### config.mk
export PLATFORM = sky130hd
export DESIGN_NAME = bemp_top
export DESIGN_NICKNAME = d
export VERILOG_FILES = /design/src/bemp_pkg.sv /design/src/bemp_sync_if.sv /design/src/bemp_top.sv /design/src/bemp_sync2.sv /design/src/bemp_filt.sv
export VERILOG_INCLUDE_DIRS = /design/src
export SDC_FILE = /design/constraint.sdc
export NUM_CORES = 1
export LEC_CHECK = 0
export ABC_AREA = 0
export BUFFER_PORTS_ARGS = -buffer_cell sky130_fd_sc_hd__buf_2
export CAP_MARGIN = 25
export CORE_ASPECT_RATIO = 0.9
export CORE_MARGIN = 4
export CORE_UTILIZATION = 65
export CTS_CLUSTER_SIZE = 25
export DETAILED_ROUTE_END_ITERATION = 8
export PLACE_DENSITY = 0.84
export SYNTH_ARGS = -nofsm -noshare
export SYNTH_HDL_FRONTEND = slang
export SYNTH_SLANG_ARGS = --single-unit
### constraint.sdc
create_clock -name mclk -period 4.2 [get_ports mclk]
set_input_delay 0.84 -clock mclk [delete_from_list [all_inputs] [get_ports mclk]]
set_output_delay 0.84 -clock mclk [all_outputs]
set_load 0.05 [all_outputs]
### src/bemp_map.svh
// Constant map of the buck enable, mode and output-ok control block
`ifndef BEMP_MAP_SVH
`define BEMP_MAP_SVH
`define BEMP_CLK_HZ 40000000
`define BEMP_T_DELAY_US 1000
`define BEMP_T_SS_US 2670
`define BEMP_T_ACT_US 2000
`define BEMP_T_FIRST_US 5000
`define BEMP_T_FILT_US 20
`define BEMP_T_MODE_US 20
`define BEMP_CYC(us) ((`BEMP_CLK_HZ / 1000000) * (us))
`define BEMP_SYNC_MIN_EDGES 3'h3
`define BEMP_STRAP_VCC 2'h0
`define BEMP_STRAP_GND 2'h1
`define BEMP_STRAP_RES 2'h2
`define BEMP_STRAP_FLOAT 2'h3
`endif

### src/bemp_pkg.sv
// Types of the buck enable, mode and output-ok control block
package bemp_pkg;
   typedef enum logic [2:0] {BEMP_OFF, BEMP_STANDBY, BEMP_DELAY, BEMP_RAMP, BEMP_RUN} bemp_seq_t;
   typedef enum logic [1:0] {BEMP_AUTO, BEMP_FORCED, BEMP_SYNC} bemp_mode_t;
   typedef enum logic [1:0] {BEMP_F_1M, BEMP_F_2M2, BEMP_F_ADJ, BEMP_F_NONE} bemp_freq_t;
endpackage : bemp_pkg

### src/bemp_sync_if.sv
// Bundle of synchronised comparator levels shared with the filter
`timescale 1ns/1ps
interface bemp_sync_if;
   logic uv;
   logic ov;
   logic in_reg;
   modport src (output uv, output ov, output in_reg);
   modport dst (input uv, input ov, input in_reg);
endinterface : bemp_sync_if

### src/bemp_top.sv
// Enable sequencing, mode selection, strap decode and output-ok control
`timescale 1ns/1ps
`include "bemp_map.svh"
module bemp_top
   import bemp_pkg::*;
#(
   parameter int DELAY_CYC = `BEMP_CYC(`BEMP_T_DELAY_US),
   parameter int SS_CYC = `BEMP_CYC(`BEMP_T_SS_US),
   parameter int ACT_CYC = `BEMP_CYC(`BEMP_T_ACT_US),
   parameter int FIRST_CYC = `BEMP_CYC(`BEMP_T_FIRST_US),
   parameter int MODE_CYC = `BEMP_CYC(`BEMP_T_MODE_US),
   parameter int FILT_CYC = `BEMP_CYC(`BEMP_T_FILT_US),
   parameter int SYNC_MAX_CYC = 400
)
(
   // Clock and reset
   input wire logic mclk,
   input wire logic srst,
   // Enable comparators
   input wire logic en_wake,
   input wire logic en_vout,
   input wire logic en_hyst_low,
   // Mode pin and strap
   input wire logic mode_pin,
   input wire logic [1:0] freq_strap_pin,
   // Monitors
   input wire logic vout_uv,
   input wire logic vout_ov,
   input wire logic vout_in_reg,
   input wire logic overtemp_trip,
   input wire logic overtemp_recover,
   input wire logic internal_supply_lockout,
   input wire logic ok_valid_supply_level,
   input wire logic fault_ilim,
   // Timing limit and oscillator tick from the power stage
   input wire logic on_off_limited,
   input wire logic osc_tick,
   // Power control
   output logic shutdown,
   output logic ldo_on,
   output logic switching,
   output logic ss_active,
   // Mode outputs
   output bemp_mode_t mode,
   output logic diode_emul,
   output logic light_load_pulse_skip,
   output logic continuous_conduction,
   output logic forced_continuous_mode,
   output logic spread_en,
   output logic foldback_en,
   output logic hs_on,
   output logic clk_from_sync,
   output bemp_freq_t freq_sel,
   // Output-ok pin
   output logic output_ok_flag,
   output logic output_ok_pin_o,
   output logic output_ok_pin_oe
);
   // ==========================================================
   // Input synchronisers
   localparam int NS = 14;
   logic [NS-1:0] raw;
   logic [NS-1:0] s;
   assign raw = {fault_ilim, ok_valid_supply_level, internal_supply_lockout,
                 overtemp_recover, overtemp_trip, vout_in_reg, vout_ov, vout_uv,
                 freq_strap_pin, mode_pin, en_hyst_low, en_vout, en_wake};
   bemp_sync2 #(.W(NS)) u_sync (.mclk(mclk), .srst(srst), .d(raw), .q(s));
   wire wake_s = s[0];
   wire vout_s = s[1];
   wire hyst_low_s = s[2];
   wire mode_s = s[3];
   wire [1:0] strap_s = s[5:4];
   wire ot_trip_s = s[9];
   wire ot_rec_s = s[10];
   wire uvlo_s = s[11];
   wire valid_s = s[12];
   wire ilim_s = s[13];

   bemp_sync_if mon_if ();
   assign mon_if.uv = s[6];
   assign mon_if.ov = s[7];
   assign mon_if.in_reg = s[8];
   logic uv_f;
   logic ov_f;
   bemp_filt #(.FILT_CYC(FILT_CYC)) u_filt (.mclk(mclk), .srst(srst), .mon(mon_if),
      .uv_f(uv_f), .ov_f(ov_f));

   // ==========================================================
   // Enable sequencer
   bemp_seq_t seq_r;
   bemp_seq_t seq_nxt;
   logic [17:0] seq_cnt_r;
   logic [17:0] ss_time_r;
   logic [17:0] first_cnt_r;
   logic first_done_r;
   logic ot_r;
   wire ot_hold = ot_trip_s || (ot_r && !ot_rec_s);
   wire run_ok = vout_s && !uvlo_s && !ot_hold;
   wire dly_end = (seq_cnt_r >= 18'(DELAY_CYC - 1));
   wire ss_end = (seq_cnt_r >= 18'(SS_CYC - 1));
   wire ss_elapsed = (ss_time_r >= 18'(SS_CYC));

   always_comb
   begin
      seq_nxt = seq_r;
      case (seq_r)
         BEMP_OFF: if (wake_s) seq_nxt = BEMP_STANDBY;
         BEMP_STANDBY: if (run_ok) seq_nxt = BEMP_DELAY;
         BEMP_DELAY: if (dly_end) seq_nxt = BEMP_RAMP;
         BEMP_RAMP: if (ss_end) seq_nxt = BEMP_RUN;
         BEMP_RUN: seq_nxt = BEMP_RUN;
         default: seq_nxt = BEMP_OFF;
      endcase
      // Falling enable or lockout stops switching
      if (seq_r != BEMP_OFF && seq_r != BEMP_STANDBY && (hyst_low_s || uvlo_s || ot_hold))
         seq_nxt = BEMP_STANDBY;
      if (!wake_s)
         seq_nxt = BEMP_OFF;
   end

   always_ff @(posedge mclk)
   begin
      if (srst)
      begin
         seq_r <= BEMP_OFF;
         seq_cnt_r <= 18'h00000;
         ss_time_r <= 18'h00000;
         ot_r <= 1'b0;
      end
      else
      begin
         seq_r <= seq_nxt;
         ot_r <= ot_hold;
         seq_cnt_r <= (seq_nxt != seq_r) ? 18'h00000 : seq_cnt_r + 18'h00001;
         // Soft-start time counts from the enable edge, saturating
         if (seq_r == BEMP_STANDBY || seq_r == BEMP_OFF)
            ss_time_r <= 18'h00000;
         else if (!ss_elapsed)
            ss_time_r <= ss_time_r + 18'h00001;
      end
   end

   assign shutdown = (seq_r == BEMP_OFF);
   assign ldo_on = !shutdown;
   assign switching = (seq_r == BEMP_DELAY) || (seq_r == BEMP_RAMP) || (seq_r == BEMP_RUN);
   assign ss_active = (seq_r == BEMP_DELAY) || (seq_r == BEMP_RAMP);

   // ==========================================================
   // Mode pin decode
   logic mode_d_r;
   logic [15:0] stable_r;
   logic [15:0] per_r;
   logic [2:0] edges_r;
   bemp_mode_t pin_mode_r;
   wire mode_rise = mode_s && !mode_d_r;
   wire mode_chg = mode_s != mode_d_r;
   wire steady = (stable_r >= 16'(MODE_CYC));
   wire per_ok = (per_r <= 16'(SYNC_MAX_CYC));
   always_ff @(posedge mclk)
   begin
      if (srst)
      begin
         mode_d_r <= 1'b0;
         stable_r <= 16'h0000;
         per_r <= 16'h0000;
         edges_r <= 3'h0;
         pin_mode_r <= BEMP_AUTO;
      end
      else
      begin
         mode_d_r <= mode_s;
         stable_r <= mode_chg ? 16'h0000 : (steady ? stable_r : stable_r + 16'h0001);
         per_r <= mode_rise ? 16'h0000 : (per_ok ? per_r + 16'h0001 : per_r);
         if (mode_rise)
            edges_r <= per_ok ? ((edges_r == `BEMP_SYNC_MIN_EDGES) ? edges_r : edges_r + 3'h1) : 3'h1;
         else if (steady)
            edges_r <= 3'h0;
         if (steady)
            pin_mode_r <= mode_s ? BEMP_FORCED : BEMP_AUTO;
         else if (edges_r == `BEMP_SYNC_MIN_EDGES)
            pin_mode_r <= BEMP_SYNC;
      end
   end

   // Start-up forces auto until the ramp has ended and the soft-start time has passed
   wire hold_auto = ss_active || !ss_elapsed;
   assign mode = hold_auto ? BEMP_AUTO : pin_mode_r;
   wire cont = (mode == BEMP_FORCED) || (mode == BEMP_SYNC);
   assign diode_emul = !cont;
   assign light_load_pulse_skip = (mode == BEMP_AUTO);
   assign continuous_conduction = cont && switching;
   assign forced_continuous_mode = cont;
   assign spread_en = (mode != BEMP_SYNC);
   assign foldback_en = 1'b1;
   // Follow the sync clock only if on/off time limits allow it
   assign clk_from_sync = (mode == BEMP_SYNC) && !on_off_limited;
   logic hs_on_r;
   always_ff @(posedge mclk)
   begin
      if (srst)
         hs_on_r <= 1'b0;
      else
         hs_on_r <= switching && (clk_from_sync ? mode_rise : osc_tick);
   end
   assign hs_on = hs_on_r;

   // ==========================================================
   // Frequency strap
   logic [1:0] strap_r;
   always_ff @(posedge mclk)
   begin
      if (srst)
         strap_r <= `BEMP_STRAP_FLOAT;
      else
         strap_r <= strap_s;
   end
   assign freq_sel = (strap_r == `BEMP_STRAP_VCC) ? BEMP_F_1M :
                     (strap_r == `BEMP_STRAP_GND) ? BEMP_F_2M2 :
                     (strap_r == `BEMP_STRAP_RES) ? BEMP_F_ADJ : BEMP_F_NONE;

   // ==========================================================
   // Output-ok flag
   logic [17:0] act_r;
   logic ok_r;
   wire fault = uv_f || ov_f || ot_hold || hyst_low_s || !wake_s || uvlo_s || ilim_s
                || ss_active || (seq_r != BEMP_RUN);
   wire can_go = !fault && mon_if.in_reg && vout_s;
   wire act_end = (act_r >= 18'(ACT_CYC));
   wire first_end = (first_cnt_r >= 18'(FIRST_CYC));
   always_ff @(posedge mclk)
   begin
      if (srst)
      begin
         act_r <= 18'h00000;
         ok_r <= 1'b0;
         first_cnt_r <= 18'h00000;
         first_done_r <= 1'b0;
      end
      else
      begin
         act_r <= can_go ? (act_end ? act_r : act_r + 18'h00001) : 18'h00000;
         // Initial delay counted once from the first output-enable crossing
         if (!first_done_r && switching && !first_end)
            first_cnt_r <= first_cnt_r + 18'h00001;
         if (ok_r)
            first_done_r <= 1'b1;
         ok_r <= can_go && act_end && (first_done_r || first_end);
      end
   end
   // Pull-down needs enough supply to hold the pin low
   assign output_ok_flag = ok_r;
   assign output_ok_pin_o = 1'b0;
   assign output_ok_pin_oe = !ok_r && valid_s;
endmodule : bemp_top

### src/bemp_sync2.sv
// Two flip-flop synchroniser, one per bit
`timescale 1ns/1ps
module bemp_sync2 #(parameter int W = 1)
(
   // Clock and reset
   input wire logic mclk,
   input wire logic srst,
   // Level in and out
   input wire logic [W-1:0] d,
   output logic [W-1:0] q
);
   logic [W-1:0] meta_r;
   always_ff @(posedge mclk)
   begin
      if (srst)
      begin
         meta_r <= '0;
         q <= '0;
      end
      else
      begin
         meta_r <= d;
         q <= meta_r;
      end
   end
endmodule : bemp_sync2

### src/bemp_filt.sv
// Deglitch filter of the output voltage monitor
`timescale 1ns/1ps
`include "bemp_map.svh"
module bemp_filt #(parameter int FILT_CYC = `BEMP_CYC(`BEMP_T_FILT_US))
(
   // Clock and reset
   input wire logic mclk,
   input wire logic srst,
   // Raw synchronised levels
   bemp_sync_if.dst mon,
   // Filtered faults
   output logic uv_f,
   output logic ov_f
);
   logic [15:0] uv_cnt_r;
   logic [15:0] ov_cnt_r;
   wire uv_done = (uv_cnt_r >= 16'(FILT_CYC));
   wire ov_done = (ov_cnt_r >= 16'(FILT_CYC));
   // Fault sets only after a full filter time; clears on regulation
   always_ff @(posedge mclk)
   begin
      if (srst)
      begin
         uv_cnt_r <= 16'h0000;
         ov_cnt_r <= 16'h0000;
         uv_f <= 1'b0;
         ov_f <= 1'b0;
      end
      else
      begin
         uv_cnt_r <= mon.uv ? (uv_done ? uv_cnt_r : uv_cnt_r + 16'h0001) : 16'h0000;
         ov_cnt_r <= mon.ov ? (ov_done ? ov_cnt_r : ov_cnt_r + 16'h0001) : 16'h0000;
         uv_f <= (mon.uv && uv_done) || (uv_f && !mon.in_reg);
         ov_f <= (mon.ov && ov_done) || (ov_f && !mon.in_reg);
      end
   end
endmodule : bemp_filt

=== Word-level counts from Yosys, hierarchy flattened ===
Index checks and enable logic that the tools add are counted.

* Logic and storage cells: 142
* Output and inout port bits: 19
* Input bits: 18
* Register bits: 181

* Multiplexer cells: 18
* Reductions and logical operators: 67
* Eq/ne operators: 15
* $lt $le $gt $ge: 9
* $add $sub $neg: 9
* Bitwise operators: 3

{| class="wikitable"
|+ Operators by type and width
! operator !! count
|-
| 18-bit by 1-bit adder with 18-bit output, second input constant || 4
|-
| 16-bit by 1-bit adder with 16-bit output, second input constant || 4
|-
| 18-bit by 17-bit >= comparator with 1-bit output, second input constant || 3
|-
| 16-bit by 10-bit >= comparator with 1-bit output, second input constant || 3
|-
| 3-bit two-way mux || 9
|-
| 1-bit logical AND || 20
|-
| 1-bit logical OR || 19
|-
| 18-bit by 16-bit >= comparator with 1-bit output, second input constant || 1
|-
| 18-bit >= comparator, second input constant || 1
|-
| 16-bit by 9-bit <= comparator with 1-bit output, second input constant || 1
|-
| 3-bit one-hot mux with 5 select lines || 1
|-
| 1-bit logical NOT || 14
|-
| 2-bit OR reduction || 7
|-
| 2-bit two-way mux || 5
|-
| 3-bit by 2-bit == test with 1-bit output, second input constant || 3
|-
| 3-bit != test, second input constant || 2
|-
| 2-bit by 1-bit == test with 1-bit output, second input constant || 2
|-
| 2-bit == test, second input constant || 2
|-
| 2-bit logical NOT || 2
|-
| 2-bit nonzero test || 2
|-
| 3-bit by 1-bit adder with 3-bit output, second input constant || 1
|-
| 3-bit by 1-bit == test with 1-bit output, second input constant || 1
|-
| 3-bit == test, second input constant || 1
|-
| 3-bit logical NOT || 1
|-
| other kinds (8) || 12
|}

=== Depth between registers and ports, before layout ===
Gate-level depths: netlist (run 1).

* Depth in word-level cells: 15
* Gate-level depth with buffers: 10
* Mapped depth without buffers: 10

=== Hierarchy ===
Synthesis (run 1) repeated with hierarchy kept, for this count alone.

* Cells, all modules: 859
* Area total of the unflattened synthesis: 7893.8 um2

{| class="wikitable"
|+ Modules (own cells, without submodules)
! module !! cells an instance !! area each (um2) !! sequential area each (um2) !! times used
|-
| bemp_top || 656 || 5677.9 || 2382.3 || 1
|-
| bemp_filt || 145 || 1437.6 || 680.7 || 1
|-
| bemp_sync2 || 58 || 778.2 || 560.5 || 1
|}

=== Worst setup path before layout (run 1) ===
OpenSTA, ideal clock, no wires.

* Kind: register to output
* Start point: register ss_time_r[9]
* End point: output continuous_conduction
* Slack: 150 ps
* Cell stages (with the launch flop): 8
* Arrival: 3210 ps
* Buffers on the path: 0
* Required time: 3360 ps
* Cells stage by stage: dfxtp_1 -> or4_4 -> a2111oi_4 -> nor2_2 -> nand3_1 -> ha_1 -> inv_1 -> nor2_1

* Cells in the longest elaborated chain, start to end: 7
* Elaborated cells on any way between the ends: 8
* Classes of those cells: order compare (1); eq/ne (2); mux (1); reduce/logical (4)

{| class="wikitable"
|+ Ends and longest elaborated chain
! item !! RTL line !! source
|-
| from (decl) || bemp_top.sv:93 || <nowiki>logic [17:0] ss_time_r;</nowiki>
|-
| from (signal assigned) || bemp_top.sv:139 || <nowiki>ss_time_r <= ss_time_r + 18'h00001;</nowiki>
|-
| 18-bit by 17-bit >= comparator with 1-bit output * || bemp_top.sv:101 || <nowiki>wire ss_elapsed = (ss_time_r >= 18'(SS_CYC));</nowiki>
|-
| 1-bit logical NOT * || bemp_top.sv:186 || <nowiki>wire hold_auto = ss_active || !ss_elapsed;</nowiki>
|-
| 1-bit logical OR * || bemp_top.sv:186 ||
|-
| 2-bit two-way mux * || bemp_top.sv:187 || <nowiki>assign mode = hold_auto ? BEMP_AUTO : pin_mode_r;</nowiki>
|-
| 2-bit by 1-bit == test with 1-bit output / 2-bit == test (equally long branches) || bemp_top.sv:188 || <nowiki>wire cont = (mode == BEMP_FORCED) || (mode == BEMP_SYNC);</nowiki>
|-
| 1-bit logical OR * || bemp_top.sv:188 ||
|-
| net forced_continuous_mode || bemp_top.sv:48 || <nowiki>output logic forced_continuous_mode,</nowiki>
|-
| 1-bit logical AND * || bemp_top.sv:191 || <nowiki>assign continuous_conduction = cont && switching;</nowiki>
|-
| to (decl) || bemp_top.sv:47 || <nowiki>output logic continuous_conduction,</nowiki>
|}

The timed path passes the listed nets; every way through them passes the cells marked *.

=== Worst setup path in the final report (run 1) ===
* Start point: register ss_time_r[9]
* End point: output clk_from_sync

* Cells in the longest elaborated chain, start to end: 6

{| class="wikitable"
|+ Ends and longest elaborated chain
! item !! RTL line !! source
|-
| 18-bit by 17-bit >= comparator with 1-bit output || bemp_top.sv:101 ||
|-
| 1-bit logical NOT || bemp_top.sv:186 ||
|-
| 1-bit logical OR || bemp_top.sv:186 ||
|-
| 2-bit two-way mux || bemp_top.sv:187 ||
|-
| 2-bit == test || bemp_top.sv:196 || <nowiki>assign clk_from_sync = (mode == BEMP_SYNC) && !on_off_limited;</nowiki>
|-
| 1-bit logical AND || bemp_top.sv:196 ||
|-
| to (decl) || bemp_top.sv:52 || <nowiki>output logic clk_from_sync,</nowiki>
|}

Every way passes these cells.

==> impl_results.rst, run 1 <==
.. list-table::
   :header-rows: 1

   * - Metric
     - Value
   * - Hold WC Path Type
     - reg -> reg
   * - EDFF count, synth
     - 0
   * - Seq cells post-synth
     - 181
   * - Number of design-rule violations left by the first detailed-router iteration
     - 420
   * - Port bufs
     - 34
   * - Leakage dissipation
     - 3.08 nW
   * - Stage delay of the slowest cell on the critical path
     - 0.57 ns
   * - Insertion delay to the later sink of the worst-skew pair
     - 0.42 ns
   * - Kind of launch point of the worst setup path
     - flop
   * - Mean routed wirelength per cell
     - 14.2 µm
   * - Hold Worst Slack
     - 0.422 ns
   * - Buffers and inverters on the worst path
     - 2
   * - Setup repair after global routing missed its margin
     - no
   * - Syn Nets
     - 909
   * - Delay-heaviest family, CP
     - simple AND/OR/NAND/NOR gates
   * - Design Area, Final
     - 0.00857 mm²
   * - Time the final worst path needs with I/O delays and setup
     - 3.75 ns
   * - Most used DFF post-synth
     - sky130_fd_sc_hd__dfxtp_1
   * - Effective utilization at floorplan
     - 66.9%
   * - Maximum resistive drop on vdd
     - 279 µV
   * - Final Total Pwr
     - 3.48 mW
   * - Final count of negative-setup-slack endpoints
     - 0
   * - Worst relative slew slack
     - 38.9%
   * - Post-synth top area share
     - 47.0%
   * - All-Layer GR Usage
     - 22.7%
   * - Aggregate global routing overflow
     - 0
   * - HPWL after detailed placement
     - 10.1 mm
   * - Share of the cycle needed by the critical path after routing
     - 89.2%
   * - Syn Std Cell Area
     - 0.00771 mm²
   * - First-pass GRT wire length
     - 25.8 mm
   * - Synth unique cells
     - 65
   * - Reg-to-reg setup timing slack
     - 1.48 ns
   * - Number of clock sinks
     - 181
   * - Via count of the first global-routing pass
     - 5722
   * - Crit path required time
     - 3.36 ns
   * - Category of the critical setup timing path
     - reg -> out
   * - Cell total after placement
     - 1026
   * - Number of violations of the max-capacitance limit
     - 0
   * - Part of the Yosys area used for sequential elements
     - 47.0%
   * - TritonCTS Buffers
     - 17
   * - Leading post-synthesis cells by cell area
     - sky130_fd_sc_hd__dfxtp_1, sky130_fd_sc_hd__nor2_1, sky130_fd_sc_hd__xnor2_1
   * - Cells after synthesis
     - 871
   * - Pre-antenna DRT Iters
     - 5
   * - Post-Syn Area per Cell
     - 8.86 µm²
   * - Peak clock frequency supported by timing
     - 267 MHz
   * - Vias/cell
     - 5.70
   * - Endpoint arrival time on the critical path
     - 2.91 ns
   * - Aggregate routed wire length
     - 15.1 mm
   * - Die Width
     - 123 µm
   * - Max clock buf depth
     - 2
   * - Placer congestion estimate
     - 0.877
   * - CTS root buffer
     - sky130_fd_sc_hd__clkbuf_16
   * - CP Capture Type
     - output pin
   * - Final max-slew violation count
     - 0
   * - Met2 routed WL
     - 7.19 mm
   * - Core Rows
     - 37
   * - Number of hold buffers added after CTS
     - 0
   * - Synth-to-Final Area Change
     - 11.1%
   * - Yosys warning total
     - 0
   * - NumNets Final
     - 927
   * - Area of the die
     - 0.0137 mm²
   * - Pin count of the biggest net entering global routing
     - 55
   * - Met3 wire length
     - 710 µm
   * - Sum of negative setup slack
     - 0 ns
   * - Fraction of layout instances using a drive strength above 1
     - 9.98%
   * - Antenna Violating Nets Remaining
     - 0
   * - Result of the run
     - finished, final reports clean
   * - Final Hold Fails
     - 0
   * - Clock-pin slew reported for the worst setup and hold paths after clock tree synthesis
     - 0.06 ns
   * - Antenna violations before repair
     - 0
   * - M1 WL
     - 6.90 mm
   * - Leading area contributor after synthesis
     - sky130_fd_sc_hd__dfxtp_1
   * - Synth async-reset ratio
     - 0%
   * - I/O pin total
     - 37
   * - Vias
     - 6034
   * - Total core area
     - 0.0115 mm²
   * - Total power density per cell area
     - 407 mW/mm²
   * - Worst-case clock skew
     - 0.00818 ns
   * - Cts repair resizes
     - 0
   * - Area after DPL
     - 0.00796 mm²
   * - Pin slew with the least headroom to its limit
     - 0.910 ns
   * - Maximum fanout along the worst path
     - 8
   * - Drc violations
     - 0
   * - Crit path cell chain
     - or4_4 > a2111oi_4 > nor2_2 > nand3_1 > ha_1 > inv_1 > nor2_1 > buf_2
   * - Post-layout instance count excluding filler cells
     - 1058
   * - CTS tree
     - done
   * - Worst path slowest cell
     - sky130_fd_sc_hd__or4_4
   * - Diode insertion count for antenna repair
     - 0
   * - Number of H-tree levels
     - 4
   * - Number of setup buffers added after CTS
     - 0
   * - Die span in y
     - 111 µm
   * - Highest layer used for signal routing
     - met4
==> synthesized netlist by cell type, drive strengths merged (6+ instances only) <==
library cell  number
dfxtp            181
nor2             111
nand2             51
xnor2             42
inv               40
a21oi             39
nor2b             36
clkbuf            32
nand3             31
o21ai             30
and2              29
nand4             27
nor3              26
xor2              23
ha                20
or3               18
and3              16
or4               14
nor4               9
o31ai              8
a31oi              6
==> layout by cell type, fill, tap and decap left out, types with 26 or more instances in the layout <==
cell type | netlist | routed
sky130_fd_sc_hd__and2_1 | 29 | 29
sky130_fd_sc_hd__xnor2_1 | 42 | 42
sky130_fd_sc_hd__nand3_1 | 31 | 31
sky130_fd_sc_hd__nand2_1 | 51 | 51
sky130_fd_sc_hd__nand4_1 | 27 | 27
sky130_fd_sc_hd__nor2b_1 | 36 | 36
sky130_fd_sc_hd__buf_2 | 0 | 34
sky130_fd_sc_hd__a21oi_1 | 39 | 39
sky130_fd_sc_hd__nor3_1 | 26 | 26
sky130_fd_sc_hd__dfxtp_1 | 181 | 181
sky130_fd_sc_hd__inv_1 | 39 | 39
sky130_fd_sc_hd__nor2_1 | 110 | 110
sky130_fd_sc_hd__o21ai_0 | 29 | 29
==> final timing paths <==
check | start | to | depth (start not counted)
setup / recovery | ss_time_r[9]$_SDFFE_PP0P_ | clk_from_sync | 8
hold / removal | u_sync.q[4]$_SDFF_PP0_ | strap_r[0]$_SDFF_PP1_ | 1
setup reg to reg | per_r[0]$_SDFFE_PP0N_ | edges_r[2]$_SDFFE_PP0P_ | 7
hold reg to reg | u_sync.q[4]$_SDFF_PP0_ | strap_r[0]$_SDFF_PP1_ | 1
==> power by group <==
group          internal (mW)  switching, mW  total (mW)
Sequential              1.74         0.0134        1.75
Clock                  0.964          0.674        1.64
Combinational         0.0335         0.0603      0.0938
Total                   2.74          0.748        3.48
==> stage by stage <==
step           util (%)  setup slack [ns]
5_1_grt            74.4             0.287
6_report           74.4             0.452
3_3_place_gp       68.9             0.974
2_1_floorplan         -             0.150
3_5_place_dp       69.0             0.884
4_1_cts            74.4             0.427
==> cells by family after synthesis <==
family / synth area share (%)
DFF: 47.0
buffers and inverters: 3.84
AOI/OAI and AO/OA: 10.8
other: 0.0973
and+or+nand+nor: 26.9
muxes: 0.795
adders and majority gates: 3.24
xor gates and xnor gates: 7.38
==> layout make-up <==
| cell class | instances | area [µm²] |
|---|---|---|
| clock buffers | 19 | 443 |
| flip-flops and latches | 181 | 3620 |
| clock inverters | 13 | 169 |
| multi-input cells | 613 | 3800 |
| inverters | 40 | 150 |
| well taps | 156 | 195 |
| fillers | 833 | 2960 |
| repair buffers | 36 | 189 |
==> registers in the layout (all words and copies together) (netlist names), 2 cells and up <==
register and cells:
act_r 18, edges_r 3, first_cnt_r 18, per_r 16, pin_mode_r 2, seq_cnt_r 18, seq_r 3, ss_time_r 18
stable_r 16, strap_r 2, u_filt.ov_cnt_r 16, u_filt.uv_cnt_r 16, u_sync.meta_r 14, u_sync.q 14
==> layer usage <==
| layer | up-vias | global-route usage (%) |
|---|---|---|
| met1 | 2796 | 29.6 |
| li1 | 3042 | - |
| met5 | - | 0 |
| met2 | 173 | 37.2 |
| met4 | 0 | 7.46 |
| met3 | 23 | 5.13 |
Note: power is estimated with default switching activity, not from simulation.
==> run 2: changes to the inputs <==
- ABC_AREA: 0 -> 1
- CTS_CLUSTER_DIAMETER: default -> 200
==> run 2 against run 1 <==
  * Sequential share of layout area fell by 1.6 points
  * Utilization fell by 0.66 points
  * Die area rose by 3.7%
  * Non-clock buffer count did not move
  * Critical path type unchanged
  * Largest power group unchanged
==> impl_results.rst, run 2 <==
.. list-table::
   :header-rows: 1

   * - Metric
     - Value
   * - Synth-to-Final Area Change
     - 11.0% (was 11.1%)
   * - Vias
     - 6554 (was 6034)
   * - Post-Syn Area per Cell
     - 7.41 µm² (was 8.86 µm²)
   * - Proportion of total power due to net switching
     - 21.9% (was 21.5%)
   * - Cells after synthesis
     - 1082 (was 871)
   * - Placer congestion estimate
     - 0.925 (was 0.877)
   * - HPWL after detailed placement
     - 10.3 mm (was 10.1 mm)
   * - Clock network fraction of design power
     - 46.1% (was 47.0%)
   * - Peak clock frequency supported by timing
     - 280 MHz (was 267 MHz)
   * - Maximum fanout along the worst path
     - 14 (was 8)
   * - Max clock buf depth
     - 2 (unchanged)
   * - Insertion delay to the later sink of the worst-skew pair
     - 0.42 ns (about the same)
   * - Final count of negative-setup-slack endpoints
     - 0 (unchanged)
   * - Hold WC Path Type
     - reg -> reg (unchanged)
   * - Most common library cell in the layout ignoring fill and taps
     - sky130_fd_sc_hd__inv_1 (was sky130_fd_sc_hd__dfxtp_1)
   * - Effective utilization at floorplan
     - 66.4% (was 66.9%)
   * - Cell with the most instances after synthesis
     - sky130_fd_sc_hd__inv_1 (was sky130_fd_sc_hd__dfxtp_1)
   * - Fraction of layout instances using a drive strength above 1
     - 9.83% (was 9.98%)
   * - Aggregate global routing overflow
     - 0 (unchanged)
   * - Port bufs
     - 34 (unchanged)
   * - Total power density per cell area
     - 387 mW/mm² (was 407 mW/mm²)
   * - Total core area
     - 0.0121 mm² (was 0.0115 mm²)
   * - List of most frequent post-synthesis cells
     - sky130_fd_sc_hd__inv_1, sky130_fd_sc_hd__dfxtp_1, sky130_fd_sc_hd__nor2_1 (was sky130_fd_sc_hd__dfxtp_1, sky130_fd_sc_hd__nor2_1, sky130_fd_sc_hd__nand2_1)
   * - Pin count of the biggest net entering global routing
     - 36 (was 55)
   * - Number of H-tree levels
     - 4 (unchanged)
   * - EDFF count, synth
     - 0 (unchanged)
   * - Number of violations of the max-capacitance limit
     - 0 (unchanged)
   * - Antenna Violating Nets Remaining
     - 0 (unchanged)
   * - Syn Nets
     - 1120 (was 909)
   * - Share of total power in combinational logic
     - 3.0% (was 2.7%)
   * - Worst relative slew slack
     - 44.8% (was 38.9%)
   * - I/O pin total
     - 37 (unchanged)
   * - Category of the critical setup timing path
     - reg -> out (unchanged)
   * - CTS tree
     - done (unchanged)
   * - Leading post-synthesis cells by cell area
     - sky130_fd_sc_hd__dfxtp_1, sky130_fd_sc_hd__inv_1, sky130_fd_sc_hd__nor2_1 (was sky130_fd_sc_hd__dfxtp_1, sky130_fd_sc_hd__nor2_1, sky130_fd_sc_hd__xnor2_1)
   * - Clock-pin slew reported for the worst setup and hold paths after clock tree synthesis
     - 0.07 ns (was 0.06 ns)
   * - Most used DFF post-synth
     - sky130_fd_sc_hd__dfxtp_1 (unchanged)
   * - TritonCTS Buffers
     - 17 (unchanged)
   * - Worst-case clock skew
     - 0.00725 ns (was 0.00818 ns)
   * - Mean routed wirelength per cell
     - 11.5 µm (was 14.2 µm)
   * - Cts repair resizes
     - 0 (unchanged)
   * - Core Rows
     - 38 (was 37)
   * - Yosys warning total
     - 0 (unchanged)
   * - Depth of the worst register-to-register path
     - 9 (was 7)
   * - Seq cells post-synth
     - 181 (unchanged)
   * - Share of total power in sequential cells
     - 50.9% (was 50.3%)
   * - Number of design-rule violations left by the first detailed-router iteration
     - 417 (was 420)
   * - Final Hold Fails
     - 0 (unchanged)
   * - CTS root buffer
     - sky130_fd_sc_hd__clkbuf_16 (unchanged)
   * - Number of clock sinks
     - 181 (unchanged)
   * - Design internal power
     - 2.69 mW (was 2.74 mW)
   * - Sum of negative setup slack
     - 0 ns (unchanged)
   * - Pre-antenna DRT Iters
     - 5 (unchanged)
   * - Share of the cycle needed by the critical path after routing
     - 85.2% (was 89.2%)
   * - CP Capture Type
     - output pin (unchanged)
   * - Leading area contributor after synthesis
     - sky130_fd_sc_hd__dfxtp_1 (unchanged)
   * - Endpoint arrival time on the critical path
     - 2.74 ns (was 2.91 ns)
   * - Antenna violations before repair
     - 0 (unchanged)
   * - Kind of launch point of the worst setup path
     - flop (unchanged)
   * - Part of the Yosys area used for sequential elements
     - 45.2% (was 47.0%)
   * - Time the final worst path needs with I/O delays and setup
     - 3.58 ns (was 3.75 ns)
   * - Synth unique cells
     - 43 (was 65)
   * - Power spent charging and discharging nets
     - 752 µW (was 748 µW)
   * - Hold Worst Slack
     - 0.400 ns (was 0.422 ns)
   * - Cell total after placement
     - 1257 (was 1026)
   * - Synth async-reset ratio
     - 0% (unchanged)
   * - NumNets Final
     - 1154 (was 927)
   * - Drc violations
     - 0 (unchanged)
   * - Syn Std Cell Area
     - 0.00802 mm² (was 0.00771 mm²)
   * - Leakage dissipation
     - 3.51 nW (was 3.08 nW)
   * - Area of the die
     - 0.0142 mm² (was 0.0137 mm²)
   * - Die Width
     - 125 µm (was 123 µm)
   * - Aggregate routed wire length
     - 14.9 mm (was 15.1 mm)
   * - First-pass GRT wire length
     - 26.1 mm (was 25.8 mm)
   * - Worst Hold Path Cells
     - 2 (was 1)
   * - Number of hold buffers added after CTS
     - 0 (unchanged)
   * - Filler instances
     - 944 (was 833)
   * - Post-layout instance count excluding filler cells
     - 1289 (was 1058)
   * - Diode insertion count for antenna repair
     - 0 (unchanged)
   * - Number of setup buffers added after CTS
     - 0 (unchanged)
   * - Result of the run
     - finished, final reports clean (unchanged)
   * - Pin slew with the least headroom to its limit
     - 0.824 ns (was 0.910 ns)
   * - Die span in y
     - 113 µm (was 111 µm)
   * - Setup repair after global routing missed its margin
     - no (unchanged)
   * - Final max-slew violation count
     - 0 (unchanged)
   * - Maximum resistive drop on vdd
     - 326 µV (was 279 µV)
   * - Post-synth top area share
     - 45.2% (was 47.0%)
   * - All-Layer GR Usage
     - 21.9% (was 22.7%)
   * - Vias/cell
     - 5.08 (was 5.70)
   * - Commonest cells after routing, fill and taps aside
     - sky130_fd_sc_hd__inv_1, sky130_fd_sc_hd__dfxtp_1, sky130_fd_sc_hd__nor2_1, sky130_fd_sc_hd__nand2_1, sky130_fd_sc_hd__a21oi_1 (was sky130_fd_sc_hd__dfxtp_1, sky130_fd_sc_hd__nor2_1, sky130_fd_sc_hd__nand2_1, sky130_fd_sc_hd__xnor2_1)
   * - Via count of the first global-routing pass
     - 6045 (was 5722)
   * - Crit path required time
     - 3.36 ns (about the same)
-- run 2: cell types whose count changed after synthesis, sizes merged, moves of 27 or more --
cell | before | now
and2 | 29 | 0
nor2b | 36 | 0
nand3 | 31 | 63
inv | 40 | 216
xnor2 | 42 | 5
o21ai | 30 | 57
nand2 | 51 | 153
a21oi | 39 | 69
nor2 | 111 | 168
-- run 2: metal layers --
layer	share of wire [%]	track usage [%]	up-vias	wire length (µm)
met5	0	0	-	0
met4	1.4	7.88	0	212
met3	3.7	5.01	21	545
met2	46	36.6	105	6900
met1	48	28.0	2949	7210
li1	-	-	3479	-
-- run 2: power groups by stage --
stage	Combinational (mW)	Clock, mW	Sequential (mW)
2_1_floorplan	0.0834	0	1.79
3_3_place_gp	0.101	0	1.79
3_5_place_dp	0.104	0	1.79
4_1_cts	0.105	1.62	1.75
5_1_grt	0.120	1.69	1.75
6_report	0.104	1.59	1.75
-- run 2: worst paths after layout --
check                                                 start                          end  slack, ns
worst min-delay path            u_sync.meta_r[6]$_SDFF_PP0_       u_sync.q[6]$_SDFF_PP0_       0.40
worst min register to register  u_sync.meta_r[6]$_SDFF_PP0_       u_sync.q[6]$_SDFF_PP0_       0.40
worst max-delay path             ss_time_r[15]$_SDFFE_PP0P_        continuous_conduction       0.62
worst max register to register          seq_r[1]$_SDFF_PP0_  first_cnt_r[7]$_SDFFE_PP0P_       1.83
-- run 2: per-stage QoR --
step | setup slack [ns] | utilization, % | power (mW) | cell area, µm²
after floorplan | 0.343 | - | 1.87 | 8020
after global placement | 1.14 | 68.7 | 1.89 | 8300
after detailed placement | 1.07 | 68.7 | 1.89 | 8300
after CTS | 0.608 | 73.7 | 3.47 | 8900
after global routing | 0.308 | 73.7 | 3.57 | 8900
final | 0.623 | 73.7 | 3.44 | 8900
-- run 2: cell type report --
type / count / area, µm² / area share (%)
well taps: 160 / 200 / 2.25
clock buffers: 20 / 457 / 5.13
flip-flops and latches: 181 / 3620 / 40.7
multi-input cells: 663 / 3480 / 39.1
inverters: 217 / 815 / 9.15
clock inverters: 12 / 143 / 1.60
repair buffers: 36 / 185 / 2.08
-- run 2: worst max-delay path, cell delays in order (launching register included) --
cell,delay (ns)
sky130_fd_sc_hd__dfxtp_1,0.34
sky130_fd_sc_hd__inv_1,0.07
sky130_fd_sc_hd__nor4_1,0.32
sky130_fd_sc_hd__nand3_1,0.11
sky130_fd_sc_hd__nand2_1,0.37
sky130_fd_sc_hd__nand3_1,0.22
sky130_fd_sc_hd__ha_1,0.36
sky130_fd_sc_hd__inv_1,0.09
sky130_fd_sc_hd__nor2_1,0.14
sky130_fd_sc_hd__buf_2,0.28
-- run 2: cells by family (layout without fill, tap and decap cells) --
kind of cell    count (synthesis)  in the layout  synth area share [%]
flops                         181            181                  45.2
simple gates                  472            472                  27.8
buf+inv                       238            285                  11.5
xor+xnor                       26             26                  2.84
other cells                     2              2                0.0937
fa+ha+maj                      20             20                  3.12
compound gates                143            143                  9.52
==> run 3: changes to the inputs <==
- CORE_ASPECT_RATIO: 0.9 -> 1.2
==> run 3 against run 2 <==
  * Maximum frequency is 2.1% lower
  * Critical path depth stayed put
  * Clock-buffer cell count is 3 lower
  * Register-to-register slack worse by 0.05 ns
  * Sequential cell count stayed put
  * First-iteration DRC count is 11% lower
  * Sequential share of layout area is 0.35 points lower
  * Total power is 6.1% higher
  * Worst hold slack better by 0.0023 ns
  * Wire length is 1.5% higher
  * Largest cell class unchanged
  * Highest routed layer unchanged
==> impl_results.rst, run 3 (synthesis gave the netlist of run 2 again) <==
.. list-table::
   :header-rows: 1

   * - Metric
     - Value
   * - Synth-to-Final Area Change
     - 11.9% (was 11.0%)
   * - All-Layer GR Usage
     - 22.5% (was 21.9%)
   * - Power spent charging and discharging nets
     - 762 µW (was 752 µW)
   * - NumNets Final
     - 1154 (unchanged)
   * - Number of hold buffers added after CTS
     - 0 (unchanged)
   * - Share of total power in combinational logic
     - 2.9% (was 3.0%)
   * - Core Rows
     - 44 (was 38)
   * - Clock network fraction of design power
     - 49.2% (was 46.1%)
   * - Proportion of total power due to net switching
     - 20.9% (was 21.9%)
   * - Drc violations
     - 0 (unchanged)
   * - I/O pin total
     - 37 (unchanged)
   * - Final Hold Fails
     - 0 (unchanged)
   * - Share of the cycle needed by the critical path after routing
     - 87.0% (was 85.2%)
   * - Hold WC Path Type
     - reg -> reg (unchanged)
   * - Sum of negative setup slack
     - 0 ns (unchanged)
   * - Commonest cells after routing, fill and taps aside
     - sky130_fd_sc_hd__inv_1, sky130_fd_sc_hd__dfxtp_1, sky130_fd_sc_hd__nor2_1, sky130_fd_sc_hd__nand2_1, sky130_fd_sc_hd__a21oi_1 (unchanged)
   * - CTS tree
     - done (unchanged)
   * - Pin count of the biggest net entering global routing
     - 48 (was 36)
   * - R2R Path Start
     - seq_r[0]$_SDFF_PP0_ (was seq_r[1]$_SDFF_PP0_)
   * - Worst relative slew slack
     - 45.9% (was 44.8%)
   * - Number of setup buffers added after CTS
     - 0 (unchanged)
   * - Peak clock frequency supported by timing
     - 274 MHz (was 280 MHz)
   * - CP Capture Type
     - output pin (unchanged)
   * - Most common library cell in the layout ignoring fill and taps
     - sky130_fd_sc_hd__inv_1 (unchanged)
   * - Final count of negative-setup-slack endpoints
     - 0 (unchanged)
   * - Share of total power in sequential cells
     - 47.9% (was 50.9%)
   * - Critical path origin
     - ss_time_r[15]$_SDFFE_PP0P_ (unchanged)
   * - Filler instances
     - 959 (was 944)
   * - Cts repair resizes
     - 0 (unchanged)
   * - Crit path cell chain
     - inv_1 > nor4_1 > nand3_1 > nand2_1 > nand3_1 > ha_1 > inv_1 > nor2_1 > buf_2 (unchanged)
   * - Vias/cell
     - 5.11 (was 5.08)
   * - Area of the die
     - 0.0142 mm² (about the same)
   * - Fraction of layout instances using a drive strength above 1
     - 9.92% (was 9.83%)
   * - Total core area
     - 0.0121 mm² (about the same)
   * - Pin slew with the least headroom to its limit
     - 0.805 ns (was 0.824 ns)
   * - Result of the run
     - finished, final reports clean (unchanged)
   * - Maximum fanout along the worst path
     - 14 (unchanged)
   * - Number of violations of the max-capacitance limit
     - 0 (unchanged)
   * - HPWL after detailed placement
     - 10.5 mm (was 10.3 mm)
   * - Worst-case clock skew
     - 0.00548 ns (was 0.00725 ns)
   * - First-pass GRT wire length
     - 25.6 mm (was 26.1 mm)
   * - Pre-antenna DRT Iters
     - 5 (unchanged)
   * - Number of clock sinks
     - 181 (unchanged)
   * - Setup repair after global routing missed its margin
     - no (unchanged)
   * - TritonCTS Buffers
     - 17 (unchanged)
   * - Antenna Violating Nets Remaining
     - 0 (unchanged)
   * - Stage delay of the slowest cell on the critical path
     - 0.41 ns (was 0.37 ns)
   * - Category of the critical setup timing path
     - reg -> out (unchanged)
   * - Insertion delay to the later sink of the worst-skew pair
     - 0.43 ns (was 0.42 ns)
   * - Endpoint arrival time on the critical path
     - 2.81 ns (was 2.74 ns)
   * - Worst path slowest cell
     - sky130_fd_sc_hd__ha_1 (was sky130_fd_sc_hd__nand2_1)
   * - Max clock buf depth
     - 2 (unchanged)
   * - CTS root buffer
     - sky130_fd_sc_hd__clkbuf_16 (unchanged)
   * - Placer congestion estimate
     - 0.900 (was 0.925)
   * - Total power density per cell area
     - 407 mW/mm² (was 387 mW/mm²)
   * - Fraction of the core area covered by cells at the end of the flow
     - 74.1% (was 73.7%)
   * - Critical hold path startpoint
     - u_sync.meta_r[6]$_SDFF_PP0_ (unchanged)
   * - Maximum resistive drop on vdd
     - 317 µV (was 326 µV)
   * - Leakage dissipation
     - 3.55 nW (was 3.51 nW)
   * - Via count of the first global-routing pass
     - 6177 (was 6045)
   * - Diode insertion count for antenna repair
     - 0 (unchanged)
   * - Number of design-rule violations left by the first detailed-router iteration
     - 371 (was 417)
   * - Die Width
     - 109 µm (was 125 µm)
   * - Port bufs
     - 34 (unchanged)
   * - Multi-input gate area
     - 0.00348 mm² (unchanged)
   * - Final max-slew violation count
     - 0 (unchanged)
   * - Effective utilization at floorplan
     - 66.2% (was 66.4%)
   * - Clock-pin slew reported for the worst setup and hold paths after clock tree synthesis
     - 0.06 ns (was 0.07 ns)
   * - Die span in y
     - 130 µm (was 113 µm)
   * - Crit path required time
     - 3.36 ns (about the same)
   * - Antenna violations before repair
     - 0 (unchanged)
   * - Aggregate routed wire length
     - 15.1 mm (was 14.9 mm)
   * - Number of H-tree levels
     - 4 (unchanged)
   * - Vias
     - 6587 (was 6554)
   * - Sequential cell area
     - 0.00362 mm² (unchanged)
   * - Kind of launch point of the worst setup path
     - flop (unchanged)
   * - Aggregate global routing overflow
     - 0 (unchanged)
   * - Final Total Pwr
     - 3.65 mW (was 3.44 mW)
   * - Time the final worst path needs with I/O delays and setup
     - 3.65 ns (was 3.58 ns)
   * - Mean routed wirelength per cell
     - 11.7 µm (was 11.5 µm)
   * - Design internal power
     - 2.89 mW (was 2.69 mW)
## run 3: cell count changes in the layout (fill, tap and decap cells not counted)
cell,change
sky130_fd_sc_hd__clkinvlp_4,-1
sky130_fd_sc_hd__clkbuf_1,-1
sky130_fd_sc_hd__inv_8,-1
sky130_fd_sc_hd__clkbuf_8,-2
sky130_fd_sc_hd__bufinv_16,+4
sky130_fd_sc_hd__clkinv_2,+1
## run 3: worst paths after layout
check                                     end  slack (ns)  cells after the start
hold reg to reg        u_sync.q[6]$_SDFF_PP0_        0.40                      2
hold / removal         u_sync.q[6]$_SDFF_PP0_        0.40                      2
setup / recovery        continuous_conduction        0.55                      9
setup reg to reg  first_cnt_r[7]$_SDFFE_PP0P_        1.78                      8
## run 3: stage by stage
| step | instance area [µm²] | setup WS (ns) | instances | hold slack (ns) |
|---|---|---|---|---|
| after floorplan | 8020 | 0.343 | 1082 | 0.388 |
| after global placement | 8300 | 1.12 | 1258 | 0.389 |
| after detailed placement | 8300 | 1.10 | 1258 | 0.395 |
| after CTS | 8980 | 0.539 | 1290 | 0.404 |
| after global routing | 8980 | 0.302 | 1290 | 0.415 |
| final | 8980 | 0.548 | 1290 | 0.402 |
## run 3: critical path, delay by kind of cell (launching register included)
family | cells | cell delay, ns
simple gates | 5 | 1.20
fa+ha+maj | 1 | 0.41
buf+inv | 3 | 0.40
flops | 1 | 0.35
## run 3: layer usage
metal	track usage, %	wire length, µm	vias to the layer above
met3	5.98	620	30
met4	8.36	258	0
met1	23.9	6320	2984
met5	0	0	-
met2	42.0	7900	109
li1	-	-	3464
## run 3: cell type report
| cell class | count | share of cell area [%] |
|---|---|---|
| well taps | 161 | 2.24 |
| clock buffers | 17 | 4.74 |
| repair buffers | 36 | 2.06 |
| clock inverters | 15 | 2.77 |
| flip-flops and latches | 181 | 40.4 |
| inverters | 217 | 9.07 |
| multi-input cells | 663 | 38.7 |
## run 3: power by group through the flow
stage / registers [mW] / clock network (mW) / logic (mW)
CTS: 1.75 / 1.83 / 0.106
floorplan: 1.79 / 0 / 0.0834
global route: 1.75 / 1.90 / 0.119
detailed placement: 1.79 / 0 / 0.105
finish: 1.75 / 1.80 / 0.105
global placement: 1.79 / 0 / 0.102
